**src/tacm_cfg.svh**
```systemverilog
// Constant definitions for the two antenna correlator block
`ifndef TACM_CFG_SVH
`define TACM_CFG_SVH

// System clock rate and conversion from nanoseconds to cycles
`define TACM_CLK_MHZ 250
`define TACM_CYC(ns) (((ns) * `TACM_CLK_MHZ) / 1000)
`define TACM_CYC_UP(ns) ((((ns) * `TACM_CLK_MHZ) + 999) / 1000)

// Sample period for the fast and slow rate options
`define TACM_PER_FAST_NS 5120
`define TACM_PER_SLOW_NS 40960
`define TACM_PER_W 14

// Sample pulse width and converter clock timing
`define TACM_SP_NS 200
`define TACM_CONV_MAX_NS 50
`define TACM_CONV_DLY_NS 20
`define TACM_CONV_HALF_NS 32
`define TACM_CONV_PULSES 17

// Word sizes
`define TACM_SER_W 16
`define TACM_OP_W 14
`define TACM_ACC_W 48
`define TACM_BUS_W 16
`define TACM_PROD_DROP 4
`define TACM_NPROD 6
`define TACM_STAGES 5
`define TACM_STAGE_W 4

// Register byte offsets
`define TACM_A_CTRL 8'h00
`define TACM_A_LEN_LO 8'h04
`define TACM_A_LEN_HI 8'h08
`define TACM_A_RSEL 8'h0C
`define TACM_A_ATTEN 8'h10
`define TACM_A_RESULT 8'h14
`define TACM_A_STATUS 8'h18

// Register bit fields
`define TACM_B_START 0
`define TACM_B_SLOW 1
`define TACM_B_RDEN 2
`define TACM_B_REQ 3
`define TACM_B_LDREF 13
`define TACM_B_LDTEST 14
`define TACM_B_BUSY 0
`define TACM_B_ACK 1

// Channel numbers
`define TACM_CH_REF 2'h0
`define TACM_CH_TEST 2'h1
`define TACM_CH_QUAD 2'h2

`endif

```
**src/tacm_pkg.sv**
```systemverilog
// Types shared by the correlator files
package tacm_pkg;

  // Control bits written by software
  typedef struct packed {
    logic req;
    logic rden;
    logic slow;
  } tacm_ctrl_type;

  // Readout selection: product and byte
  typedef struct packed {
    logic [2:0] byte_sel;
    logic [2:0] prod;
  } tacm_rsel_type;

  // Multiply-accumulate sequencer states
  typedef enum logic [1:0] {
    ST_IDLE = 2'b01,
    ST_MAC = 2'b10
  } tacm_state_type;

endpackage

```
**src/tacm_s2p.sv**
```systemverilog
// Serial to parallel receiver for one sampling converter
`timescale 1ns/1ps
`include "tacm_cfg.svh"

module tacm_s2p #(
  parameter int DW = `TACM_SER_W,
  parameter int OW = `TACM_OP_W,
  parameter int NP = `TACM_CONV_PULSES
) (
  // Clock and reset
  input wire logic hclk,
  input wire logic hresetn,
  // Raw link pins from the converter
  input wire logic ser_clk,
  input wire logic ser_dat,
  // Control from the timing logic
  input wire logic burst_start,
  input wire logic inhibit,
  // Parallel word
  output logic [OW-1:0] word_q,
  output logic word_v_q
);

  logic clk_s1_q, clk_s2_q, clk_s3_q; // Clock synchroniser and edge stage
  logic dat_s1_q, dat_s2_q; // Data synchroniser, same depth as clock
  logic [DW-1:0] sh_q; // Shift register
  logic [4:0] cnt_q; // Clock pulses seen in this burst
  logic rise; // Rising edge of the link clock

  // Two flops on each pin before anything reads them
  always_ff @(posedge hclk or negedge hresetn) begin
    if (!hresetn) begin
      clk_s1_q <= 1'b0;
      clk_s2_q <= 1'b0;
      clk_s3_q <= 1'b0;
      dat_s1_q <= 1'b0;
      dat_s2_q <= 1'b0;
    end else begin
      clk_s1_q <= ser_clk;
      clk_s2_q <= clk_s1_q;
      clk_s3_q <= clk_s2_q;
      dat_s1_q <= ser_dat;
      dat_s2_q <= dat_s1_q;
    end
  end

  assign rise = clk_s2_q & ~clk_s3_q;

  // Shift on each pulse; the first of the burst carries no bit, which
  // lines the clock up with the data
  always_ff @(posedge hclk or negedge hresetn) begin
    if (!hresetn) begin
      sh_q <= '0;
      cnt_q <= '0;
      word_q <= '0;
      word_v_q <= 1'b0;
    end else if (inhibit) begin
      // Cleared at integration start so the first sample adds nothing
      sh_q <= '0;
      cnt_q <= '0;
      word_q <= '0;
      word_v_q <= 1'b0;
    end else begin
      word_v_q <= 1'b0;
      if (burst_start) begin
        cnt_q <= '0;
      end else if (rise) begin
        // Pulses beyond the burst length are ignored
        if (cnt_q < 5'(NP)) begin
          cnt_q <= cnt_q + 5'h01;
        end
        if (cnt_q != 5'h00 && cnt_q < 5'(NP)) begin
          sh_q <= {sh_q[DW-2:0], dat_s2_q};
        end
        if (cnt_q == 5'(NP - 1)) begin
          // MSB first; the two noise LSBs are dropped
          word_q <= sh_q[DW-2:DW-OW-1];
          word_v_q <= 1'b1;
        end
      end
    end
  end

endmodule

```
**src/tacm_core.sv**
```systemverilog
// Three channel correlator: timing, receivers, multiply-accumulate, AHB-Lite registers
//
// Implementation choices: the AHB-Lite register port and the address map.
`timescale 1ns/1ps
`include "tacm_cfg.svh"

module tacm_core #(
  parameter int PER_FAST = `TACM_CYC(`TACM_PER_FAST_NS),
  parameter int PER_SLOW = `TACM_CYC(`TACM_PER_SLOW_NS),
  parameter int NCH = 3
) (
  // Clock and reset
  input wire logic hclk,
  input wire logic hresetn,
  // AHB-Lite slave
  input wire logic hsel,
  input wire logic [31:0] haddr,
  input wire logic [1:0] htrans,
  input wire logic hwrite,
  input wire logic [2:0] hsize,
  input wire logic [31:0] hwdata,
  input wire logic hready,
  output logic [31:0] hrdata,
  output logic hreadyout,
  output logic hresp,
  // Converter pins, index 0 ref, 1 test, 2 quad
  input wire logic [NCH-1:0] adc_dclk,
  input wire logic [NCH-1:0] adc_data,
  output logic sample_pulse,
  output logic conv_clk,
  // External start pin
  input wire logic start_pin,
  // Results and settings
  output logic [7:0] result_byte,
  output logic [4:0] ref_atten,
  output logic [4:0] test_atten,
  output logic integrating,
  output logic host_ack
);

  // Timing counts derived from the nanosecond figures
  localparam int SP_CYC = `TACM_CYC_UP(`TACM_SP_NS);
  localparam int DLY_CYC = `TACM_CYC(`TACM_CONV_DLY_NS);
  localparam int DLY_MAX = `TACM_CYC(`TACM_CONV_MAX_NS);
  localparam int HALF_CYC = `TACM_CYC_UP(`TACM_CONV_HALF_NS);
  localparam int BURST_AT = SP_CYC - 1 + ((DLY_CYC < DLY_MAX) ? DLY_CYC : DLY_MAX);
  localparam int CW = `TACM_STAGES * `TACM_STAGE_W;
  localparam int PW = `TACM_SER_W + `TACM_BUS_W;

  // Bus state
  logic wr_q; // Write data phase pending
  logic rd_q; // Read wait cycle pending
  logic [7:0] ap_addr_q; // Captured byte offset
  logic take; // Address phase accepted
  logic [31:0] rd_val; // Read mux

  // Software registers
  tacm_pkg::tacm_ctrl_type ctrl_q; // Rate, read enable, device request
  tacm_pkg::tacm_rsel_type rsel_q; // Readout selection
  logic [7:0] len_lo_q, len_hi_q; // Integration length holding bytes
  logic start_sw_q; // Software start, one cycle

  // Timing
  logic [`TACM_PER_W-1:0] per_cnt_q; // Position in sample period
  logic [`TACM_PER_W-1:0] per_len; // Period length for current rate
  logic tick; // Last cycle of a sample period
  logic [3:0] half_q; // Converter clock half period counter
  logic [5:0] edges_q; // Converter clock toggles left
  logic burst_q; // Burst begins, to the receivers
  logic st_s1_q, st_s2_q, st_s3_q; // Start pin synchroniser
  logic start; // Start request from pin or software

  // Integration
  logic run_q; // Integration counter running
  logic first_q; // First sample period of an integration
  logic [CW-1:0] cnt_q; // Cascaded integration counter
  logic [CW-1:0] cnt_n; // Counter plus one

  // Datapath
  logic [`TACM_OP_W-1:0] word [NCH]; // Receiver words
  logic [`TACM_OP_W-1:0] op_q [NCH]; // Latched sample set
  logic signed [`TACM_ACC_W-1:0] acc_q [`TACM_NPROD]; // Six sums
  tacm_pkg::tacm_state_type st_q; // Sequencer state
  logic [2:0] step_q; // Storage location being updated
  logic signed [`TACM_BUS_W-1:0] xbus, ybus; // Multiplier buses
  logic signed [PW-1:0] prod; // Full product
  logic busy; // Integrating or still accumulating

  // Output registers
  logic [31:0] hrdata_q;
  logic hreadyout_q;
  logic sp_q, cclk_q, int_q, ack_q;
  logic [7:0] out_q;
  logic [4:0] ref_q, test_q;

  // Channel feeding the multiplier at a step; second picks the Y side
  function automatic logic [1:0] pair_ch(input logic [2:0] s, input logic second);
    case (s)
      3'h0: pair_ch = `TACM_CH_TEST;
      3'h1: pair_ch = `TACM_CH_QUAD;
      3'h2: pair_ch = `TACM_CH_REF;
      3'h3: pair_ch = second ? `TACM_CH_QUAD : `TACM_CH_TEST;
      3'h4: pair_ch = second ? `TACM_CH_REF : `TACM_CH_TEST;
      3'h5: pair_ch = second ? `TACM_CH_REF : `TACM_CH_QUAD;
      default: pair_ch = `TACM_CH_REF;
    endcase
  endfunction

  // Place a 14-bit operand on a 16-bit bus, low bits held zero; an
  // unselected channel contributes zero since the mux has no float state
  function automatic logic [`TACM_BUS_W-1:0] bus_of(input logic [`TACM_OP_W-1:0] o);
    bus_of = {o, {(`TACM_BUS_W - `TACM_OP_W){1'b0}}};
  endfunction

  // Three receivers, one per channel
  genvar gi;
  generate
    for (gi = 0; gi < NCH; gi++) begin : g_rx
      tacm_s2p u_rx (
        .hclk(hclk),
        .hresetn(hresetn),
        .ser_clk(adc_dclk[gi]),
        .ser_dat(adc_data[gi]),
        .burst_start(burst_q),
        .inhibit(first_q),
        .word_q(word[gi]),
        .word_v_q()
      );
    end
  endgenerate

  // Bus address phase is taken only with hready high
  assign take = hsel & hready & htrans[1];

  // Bus phase tracking; reads get one wait so they see the last write
  always_ff @(posedge hclk or negedge hresetn) begin
    if (!hresetn) begin
      wr_q <= 1'b0;
      rd_q <= 1'b0;
      ap_addr_q <= 8'h00;
      hreadyout_q <= 1'b1;
      hrdata_q <= 32'h0000_0000;
    end else begin
      wr_q <= take & hwrite;
      rd_q <= take & ~hwrite;
      if (take) begin
        ap_addr_q <= haddr[7:0];
      end
      if (take & ~hwrite) begin
        hreadyout_q <= 1'b0;
      end else if (rd_q) begin
        hreadyout_q <= 1'b1;
        hrdata_q <= rd_val;
      end
    end
  end

  // Response is always OKAY
  always_ff @(posedge hclk or negedge hresetn) begin
    if (!hresetn) begin
      hresp <= 1'b0;
    end else begin
      hresp <= 1'b0;
    end
  end

  // Read mux; unmapped offsets read zero
  always_comb begin
    rd_val = 32'h0000_0000;
    case (ap_addr_q)
      `TACM_A_CTRL: begin
        rd_val[`TACM_B_SLOW] = ctrl_q.slow;
        rd_val[`TACM_B_RDEN] = ctrl_q.rden;
        rd_val[`TACM_B_REQ] = ctrl_q.req;
      end
      `TACM_A_LEN_LO: rd_val[15:8] = len_lo_q;
      `TACM_A_LEN_HI: rd_val[15:8] = len_hi_q;
      `TACM_A_RSEL: rd_val[6:0] = {rsel_q.byte_sel, 1'b0, rsel_q.prod};
      `TACM_A_ATTEN: rd_val[12:0] = {test_q, 3'h0, ref_q};
      // Read data on the low byte only while the request is up
      `TACM_A_RESULT: rd_val[7:0] = ctrl_q.req ? out_q : 8'h00;
      `TACM_A_STATUS: begin
        rd_val[`TACM_B_BUSY] = int_q;
        rd_val[`TACM_B_ACK] = ack_q;
      end
      default: rd_val = 32'h0000_0000;
    endcase
  end

  // Control register and software start pulse
  always_ff @(posedge hclk or negedge hresetn) begin
    if (!hresetn) begin
      ctrl_q <= '0;
      start_sw_q <= 1'b0;
    end else begin
      start_sw_q <= 1'b0;
      if (wr_q && ap_addr_q == `TACM_A_CTRL) begin
        ctrl_q.slow <= hwdata[`TACM_B_SLOW];
        ctrl_q.rden <= hwdata[`TACM_B_RDEN];
        ctrl_q.req <= hwdata[`TACM_B_REQ];
        start_sw_q <= hwdata[`TACM_B_START];
      end
    end
  end

  // Length and attenuator registers take the high byte, readout selection the low byte, only while the request is up
  // length kept for every later run
  always_ff @(posedge hclk or negedge hresetn) begin
    if (!hresetn) begin
      len_lo_q <= 8'h00;
      len_hi_q <= 8'h00;
      rsel_q <= '0;
      ref_q <= 5'h00;
      test_q <= 5'h00;
    end else if (wr_q && ctrl_q.req) begin
      case (ap_addr_q)
        `TACM_A_LEN_LO: len_lo_q <= hwdata[15:8];
        `TACM_A_LEN_HI: len_hi_q <= hwdata[15:8];
        `TACM_A_RSEL: begin
          rsel_q.prod <= hwdata[2:0];
          rsel_q.byte_sel <= hwdata[6:4];
        end
        `TACM_A_ATTEN: begin
          // Five shared bits, one load enable each
          if (hwdata[`TACM_B_LDREF]) begin
            ref_q <= hwdata[12:8];
          end
          if (hwdata[`TACM_B_LDTEST]) begin
            test_q <= hwdata[12:8];
          end
        end
        default: begin
        end
      endcase
    end
  end

  // Sample period from the rate option
  assign per_len = ctrl_q.slow ? `TACM_PER_W'(PER_SLOW) : `TACM_PER_W'(PER_FAST);
  assign tick = (per_cnt_q >= per_len - `TACM_PER_W'(1));

  // Free running period counter and sample pulse
  always_ff @(posedge hclk or negedge hresetn) begin
    if (!hresetn) begin
      per_cnt_q <= '0;
      sp_q <= 1'b1;
    end else begin
      per_cnt_q <= tick ? '0 : per_cnt_q + `TACM_PER_W'(1);
      sp_q <= tick || (per_cnt_q < `TACM_PER_W'(SP_CYC - 1));
    end
  end

  // Converter clock burst, first rise a few cycles after the sample
  // pulse falls the delay is capped at the deadline
  always_ff @(posedge hclk or negedge hresetn) begin
    if (!hresetn) begin
      cclk_q <= 1'b0;
      half_q <= 4'h0;
      edges_q <= 6'h00;
      burst_q <= 1'b0;
    end else begin
      burst_q <= 1'b0;
      if (per_cnt_q == `TACM_PER_W'(BURST_AT)) begin
        cclk_q <= 1'b1;
        half_q <= 4'h0;
        edges_q <= 6'(2 * `TACM_CONV_PULSES - 1);
        burst_q <= 1'b1;
      end else if (edges_q != 6'h00) begin
        if (half_q == 4'(HALF_CYC - 1)) begin
          half_q <= 4'h0;
          cclk_q <= ~cclk_q;
          edges_q <= edges_q - 6'h01;
        end else begin
          half_q <= half_q + 4'h1;
        end
      end
    end
  end

  // Start pin synchroniser with edge stage
  always_ff @(posedge hclk or negedge hresetn) begin
    if (!hresetn) begin
      st_s1_q <= 1'b0;
      st_s2_q <= 1'b0;
      st_s3_q <= 1'b0;
    end else begin
      st_s1_q <= start_pin;
      st_s2_q <= st_s1_q;
      st_s3_q <= st_s2_q;
    end
  end

  assign start = (st_s2_q & ~st_s3_q) | start_sw_q;
  assign cnt_n = cnt_q + CW'(1);

  // Integration counter: low stage starts at zero, upper four take the
  // loaded length it ends when the top bit falls, so a
  // length of 8000h runs 2^19 periods
  always_ff @(posedge hclk or negedge hresetn) begin
    if (!hresetn) begin
      run_q <= 1'b0;
      first_q <= 1'b0;
      cnt_q <= '0;
    end else if (start) begin
      run_q <= 1'b1;
      first_q <= 1'b1;
      cnt_q <= {len_hi_q, len_lo_q, {`TACM_STAGE_W{1'b0}}};
    end else if (run_q && tick) begin
      first_q <= 1'b0;
      cnt_q <= cnt_n;
      if (cnt_q[CW-1] && !cnt_n[CW-1]) begin
        run_q <= 1'b0;
      end
    end
  end

  // Operands for the current step
  assign xbus = bus_of(op_q[pair_ch(step_q, 1'b0)]);
  assign ybus = bus_of(op_q[pair_ch(step_q, 1'b1)]);
  assign prod = xbus * ybus;

  // Sequencer: a new set is latched only at a period end, and the six
  // steps take six cycles, far inside one period
  always_ff @(posedge hclk or negedge hresetn) begin
    if (!hresetn) begin
      st_q <= tacm_pkg::ST_IDLE;
      step_q <= 3'h0;
      for (int i = 0; i < NCH; i++) begin
        op_q[i] <= '0;
      end
    end else begin
      case (st_q)
        tacm_pkg::ST_IDLE: begin
          if (run_q && tick && !start) begin
            for (int i = 0; i < NCH; i++) begin
              op_q[i] <= word[i];
            end
            step_q <= 3'h0;
            st_q <= tacm_pkg::ST_MAC;
          end
        end
        tacm_pkg::ST_MAC: begin
          step_q <= step_q + 3'h1;
          if (step_q == 3'(`TACM_NPROD - 1)) begin
            st_q <= tacm_pkg::ST_IDLE;
          end
        end
        default: st_q <= tacm_pkg::ST_IDLE;
      endcase
    end
  end

  // Accumulators: zero in the first period, then each step adds its
  // sign-extended product, four LSBs dropped, at its own location
  always_ff @(posedge hclk or negedge hresetn) begin
    if (!hresetn) begin
      for (int i = 0; i < `TACM_NPROD; i++) begin
        acc_q[i] <= '0;
      end
    end else if (first_q || start) begin
      for (int i = 0; i < `TACM_NPROD; i++) begin
        acc_q[i] <= '0;
      end
    end else if (st_q == tacm_pkg::ST_MAC) begin
      acc_q[step_q] <= acc_q[step_q] + `TACM_ACC_W'(prod >>> `TACM_PROD_DROP);
    end
  end

  assign busy = run_q | (st_q == tacm_pkg::ST_MAC);

  // Readout byte: all ones while busy, else the selected sum byte on the
  // next edge while read enable is set
  always_ff @(posedge hclk or negedge hresetn) begin
    if (!hresetn) begin
      out_q <= 8'h00;
      int_q <= 1'b0;
      ack_q <= 1'b0;
    end else begin
      int_q <= busy;
      ack_q <= ctrl_q.req;
      if (busy) begin
        out_q <= 8'hFF;
      end else if (ctrl_q.rden) begin
        if (rsel_q.prod < 3'(`TACM_NPROD) && rsel_q.byte_sel < 3'(`TACM_NPROD)) begin
          out_q <= acc_q[rsel_q.prod][rsel_q.byte_sel * 8 +: 8];
        end else begin
          out_q <= 8'h00;
        end
      end
    end
  end

  // Outputs, all from flops
  assign hrdata = hrdata_q;
  assign hreadyout = hreadyout_q;
  assign sample_pulse = sp_q;
  assign conv_clk = cclk_q;
  assign result_byte = out_q;
  assign ref_atten = ref_q;
  assign test_atten = test_q;
  assign integrating = int_q;
  assign host_ack = ack_q;

endmodule

```
**config.mk**
```make
export PLATFORM = sky130hd
export DESIGN_NAME = tacm_core
export DESIGN_NICKNAME = d
export VERILOG_FILES = /design/src/tacm_pkg.sv /design/src/tacm_s2p.sv /design/src/tacm_core.sv
export VERILOG_INCLUDE_DIRS = /design/src
export SDC_FILE = /design/constraint.sdc
export NUM_CORES = 2
export LEC_CHECK = 0
export ABC_CLOCK_PERIOD_IN_PS = 33300
export BUFFER_PORTS_ARGS = -buffer_cell sky130_fd_sc_hd__buf_4
export CAP_MARGIN = 5
export CELL_PAD_IN_SITES_DETAIL_PLACEMENT = 0
export CELL_PAD_IN_SITES_GLOBAL_PLACEMENT = 1
export CORE_ASPECT_RATIO = 0.7
export CORE_MARGIN = 2
export CORE_UTILIZATION = 29
export CTS_BUF_LIST = sky130_fd_sc_hd__clkbuf_8
export CTS_CLUSTER_SIZE = 16
export DETAILED_ROUTE_END_ITERATION = 7
export PLACE_DENSITY_LB_ADDON = 0.1
export SKIP_CTS_REPAIR_TIMING = 1
export SLEW_MARGIN = 20
export SYNTH_ARGS = -nofsm -noshare
export SYNTH_HDL_FRONTEND = slang
export SYNTH_SLANG_ARGS = --single-unit
```
**constraint.sdc**
```tcl
create_clock -name hclk -period 33.3 [get_ports hclk]
set_input_delay 4.995 -clock hclk [delete_from_list [all_inputs] [get_ports hclk]]
set_output_delay 4.995 -clock hclk [all_outputs]
set_load 0.03 [all_outputs]
```
==> flow_summary.json <==
{
  "status": "finished, final reports clean",
  "power_per_cell_area_mw_per_mm2": 31.84,
  "cts.sinks": 577,
  "max-cap-violations": 0,
  "rsz0062_at_grt": "no",
  "worstMarginPinSlew_ns": 1.240,
  "min_period_ns": 11.81,
  "synth_area_leaders": "dfrtp_1 (35%), fa_1 (17%), a22o_1 (5.2%), inv_1 (4.6%), ha_1 (4.4%)",
  "utilization": 0.3289,
  "synth_xor_area_frac": 0.01794,
  "ctsHtreeMaxLevel": 3,
  "dpl-instance-area_mm2": 0.04342,
  "clk_pin_slew_ns": 0.06,
  "grt_antenna_before_repair": 2,
  "crit_path_max_incr_delay_ns": 1.04,
  "grt_max_degree": 147,
  "r2r-start": "step_q[0]",
  "cts_root_buf": "clkbuf_8",
  "area_growth_pct": 12.28,
  "min_path_type": "reg2reg",
  "syn_area_per_cell_um2": 10.62,
  "routed_wirelength_mm": 137.8,
  "max-vdd-ir-drop_mv": 0.02811,
  "synthMuxAreaShare": 0.1062,
  "drtPass1Iterations": 6,
  "grt_usage": 0.1963,
  "crit_path_frequent_cell": "fa_1",
  "synthSimpleGateAreaFrac": 0.08932,
  "drt_iter0_markers": 2010,
  "boundaryPins": 137,
  "grt_pass1_vias": 31000,
  "die_h_um": 316.8,
  "core-area_mm2": 0.1384,
  "synthesis.area_mm2": 0.04053,
  "yosys.area.top_type": "dfrtp_1",
  "relSlewSlack": 0.1736,
  "synth_top_family_by_area": "adder cells",
  "synth.yosys.warnings": 0,
  "final_hold_viol_count": 0,
  "start_util": 0.2929,
  "grt_pass1_wl_mm": 211.6,
  "yosysMostFrequentCell": "dfrtp_1",
  "grt_overflow_total": 0,
  "start_kind": "flip-flop",
  "synth_seq_area_share": 0.3564,
  "p_total_uw": 1449,
  "worstSetupPathType": "reg2reg",
  "synthTopCellsByCount": "dfrtp_1 (574), inv_1 (499), fa_1 (353)",
  "setup.worst_path.start": "step_q[0]",
  "fin_nets": 4455,
  "worstPathMaxFanout": 35,
  "drive_gt1_frac": 0.1345,
  "cts_tree": "done",
  "synth_top_area_frac": 0.3544,
  "synth_edf_count": 0,
  "clk_latency_ns": 0.82,
  "cts_made_buffers": 99,
  "vias": 29290,
  "final_area_mm2": 0.04550,
  "finalSetupTns_ns": 0,
  "synth_cell_types": 78,
  "p_leak_uw": 0.02136,
  "cp-end-kind": "flip-flop",
  "viasPerCell": 5.034,
  "placementRows": 114,
  "netlist_instances": 3815,
  "synth_compound_area_frac": 0.1423,
  "ant_nets": 0,
  "synth_adder_area_share": 0.2185,
  "timing.fmax_ghz": 0.08467,
  "wl_per_cell_um": 23.70,
  "skew_ns": 0.09158,
  "routabilityCongestion": 0.7716,
  "crit_arrival_ns": 12.47,
  "critical-path-slowest-cell": "fa_1",
  "io_buffers": 74,
  "die_w_um": 450.8,
  "dpl.hpwl_mm": 96.87,
  "cp.required_ns": 33.96,
  "synth_flop_cell": "dfrtp_1",
  "synth_seq_cells": 577,
  "setup_viol": 0,
  "clk_path_buf_depth": 3,
  "final-max-slew-violation-count": 0,
  "worstHoldStart": "g_rx[1].u_rx.clk_s1_q",
  "async_flop_share": 1.000,
  "die_area_mm2": 0.1428,
  "whs_ns": 0.3456,
  "min_period_over_period": 0.3547,
  "drc": 0
}
## sequential cells by signal (all words and copies together) (netlist names), 4 cells and up
name / count
hrdata: 16
result_byte: 8
acc_q: 288
g_rx.u_rx.cnt_q: 15
len_lo_q: 8
test_atten: 5
per_cnt_q: 14
cnt_q: 20
g_rx.u_rx.sh_q: 45
ref_atten: 5
half_q: 4
g_rx.u_rx.word_q: 42
len_hi_q: 8
op_q: 42
ap_addr_q: 8
edges_q: 6
rsel_q: 6
## cells in the final DEF (no fill, tap or decap), types with 128 or more instances in the layout
| cell type | instances |
|---|---|
| mux2i_1 | 169 |
| nor2_1 | 344 |
| dfrtp_1 | 568 |
| inv_1 | 535 |
| ha_1 | 143 |
| fa_1 | 352 |
| nand2_1 | 262 |
| buf_4 | 156 |
| o21ai_0 | 142 |
| a22o_1 | 240 |
| clkbuf_8 | 128 |
## layer usage
layer	global-route usage	wire, µm
met4	0.02904	1474
met1	0.3202	74870
met3	0.03506	6853
met2	0.2694	54640
met5	0	0
## power by group
group          internal (µW)  total, µW  switching (µW)  leakage (µW)
sequential               708        714            6.29       0.00788
combinational           13.2       45.8            32.6        0.0123
clock                    361        689             328       0.00120
total                   1080       1450             366        0.0214
## per-stage QoR
step | instances | worst slack (ns)
after global placement | 5633 | 21.53
after detailed placement | 5633 | 21.56
final | 5817 | 21.49
after floorplan | 3831 | 22.70
after CTS | 5812 | 21.53
after global routing | 5817 | 20.90
## layout make-up
cell class	count	area (µm²)
Antenna cell	5	12.51
Clock buffer	128	1762
Clock inverter	51	304.0
Fill cell	14320	92860
Inverter	503	1888
Multi-Input combinational cell	2538	23530
Sequential cell	577	14460
Tap cell	1856	2322
Timing Repair Buffer	159	1226
## logic make-up (layout without fill, tap and decap cells)
| logic type | after synthesis | in the layout |
|---|---|---|
| flops | 577 | 577 |
| mux | 328 | 328 |
| fa+ha+maj | 496 | 496 |
| other cells | 1 | 22 |
| compound gates | 780 | 780 |
| xor+xnor | 83 | 83 |
| buf+inv | 716 | 841 |
| simple gates | 834 | 834 |
## worst max-delay path: cells and delay by family (launching register included)
family / cells / cell delay, ns
and+or+nand+nor: 4 / 1.09
adders and majority gates: 8 / 4.56
DFF: 1 / 0.90
buffers and inverters: 7 / 2.30
AOI/OAI and AO/OA: 8 / 2.76
## path summary, 6_finish.rpt
| kind | to | slack [ns] | cells after the start |
|---|---|---|---|
| max | acc_q[44] | 21.49 | 27 |
| min | g_rx[1].u_rx.clk_s2_q | 0.35 | 0 |
| max reg2reg | acc_q[44] | 21.49 | 27 |
| min reg2reg | g_rx[1].u_rx.clk_s2_q | 0.35 | 0 |
| max in group asynchronous | acc_q[69] | 26.89 | 3 |
| min in group asynchronous | hrdata[12] | 4.14 | 1 |
Power figures use the tool's default switching activity.
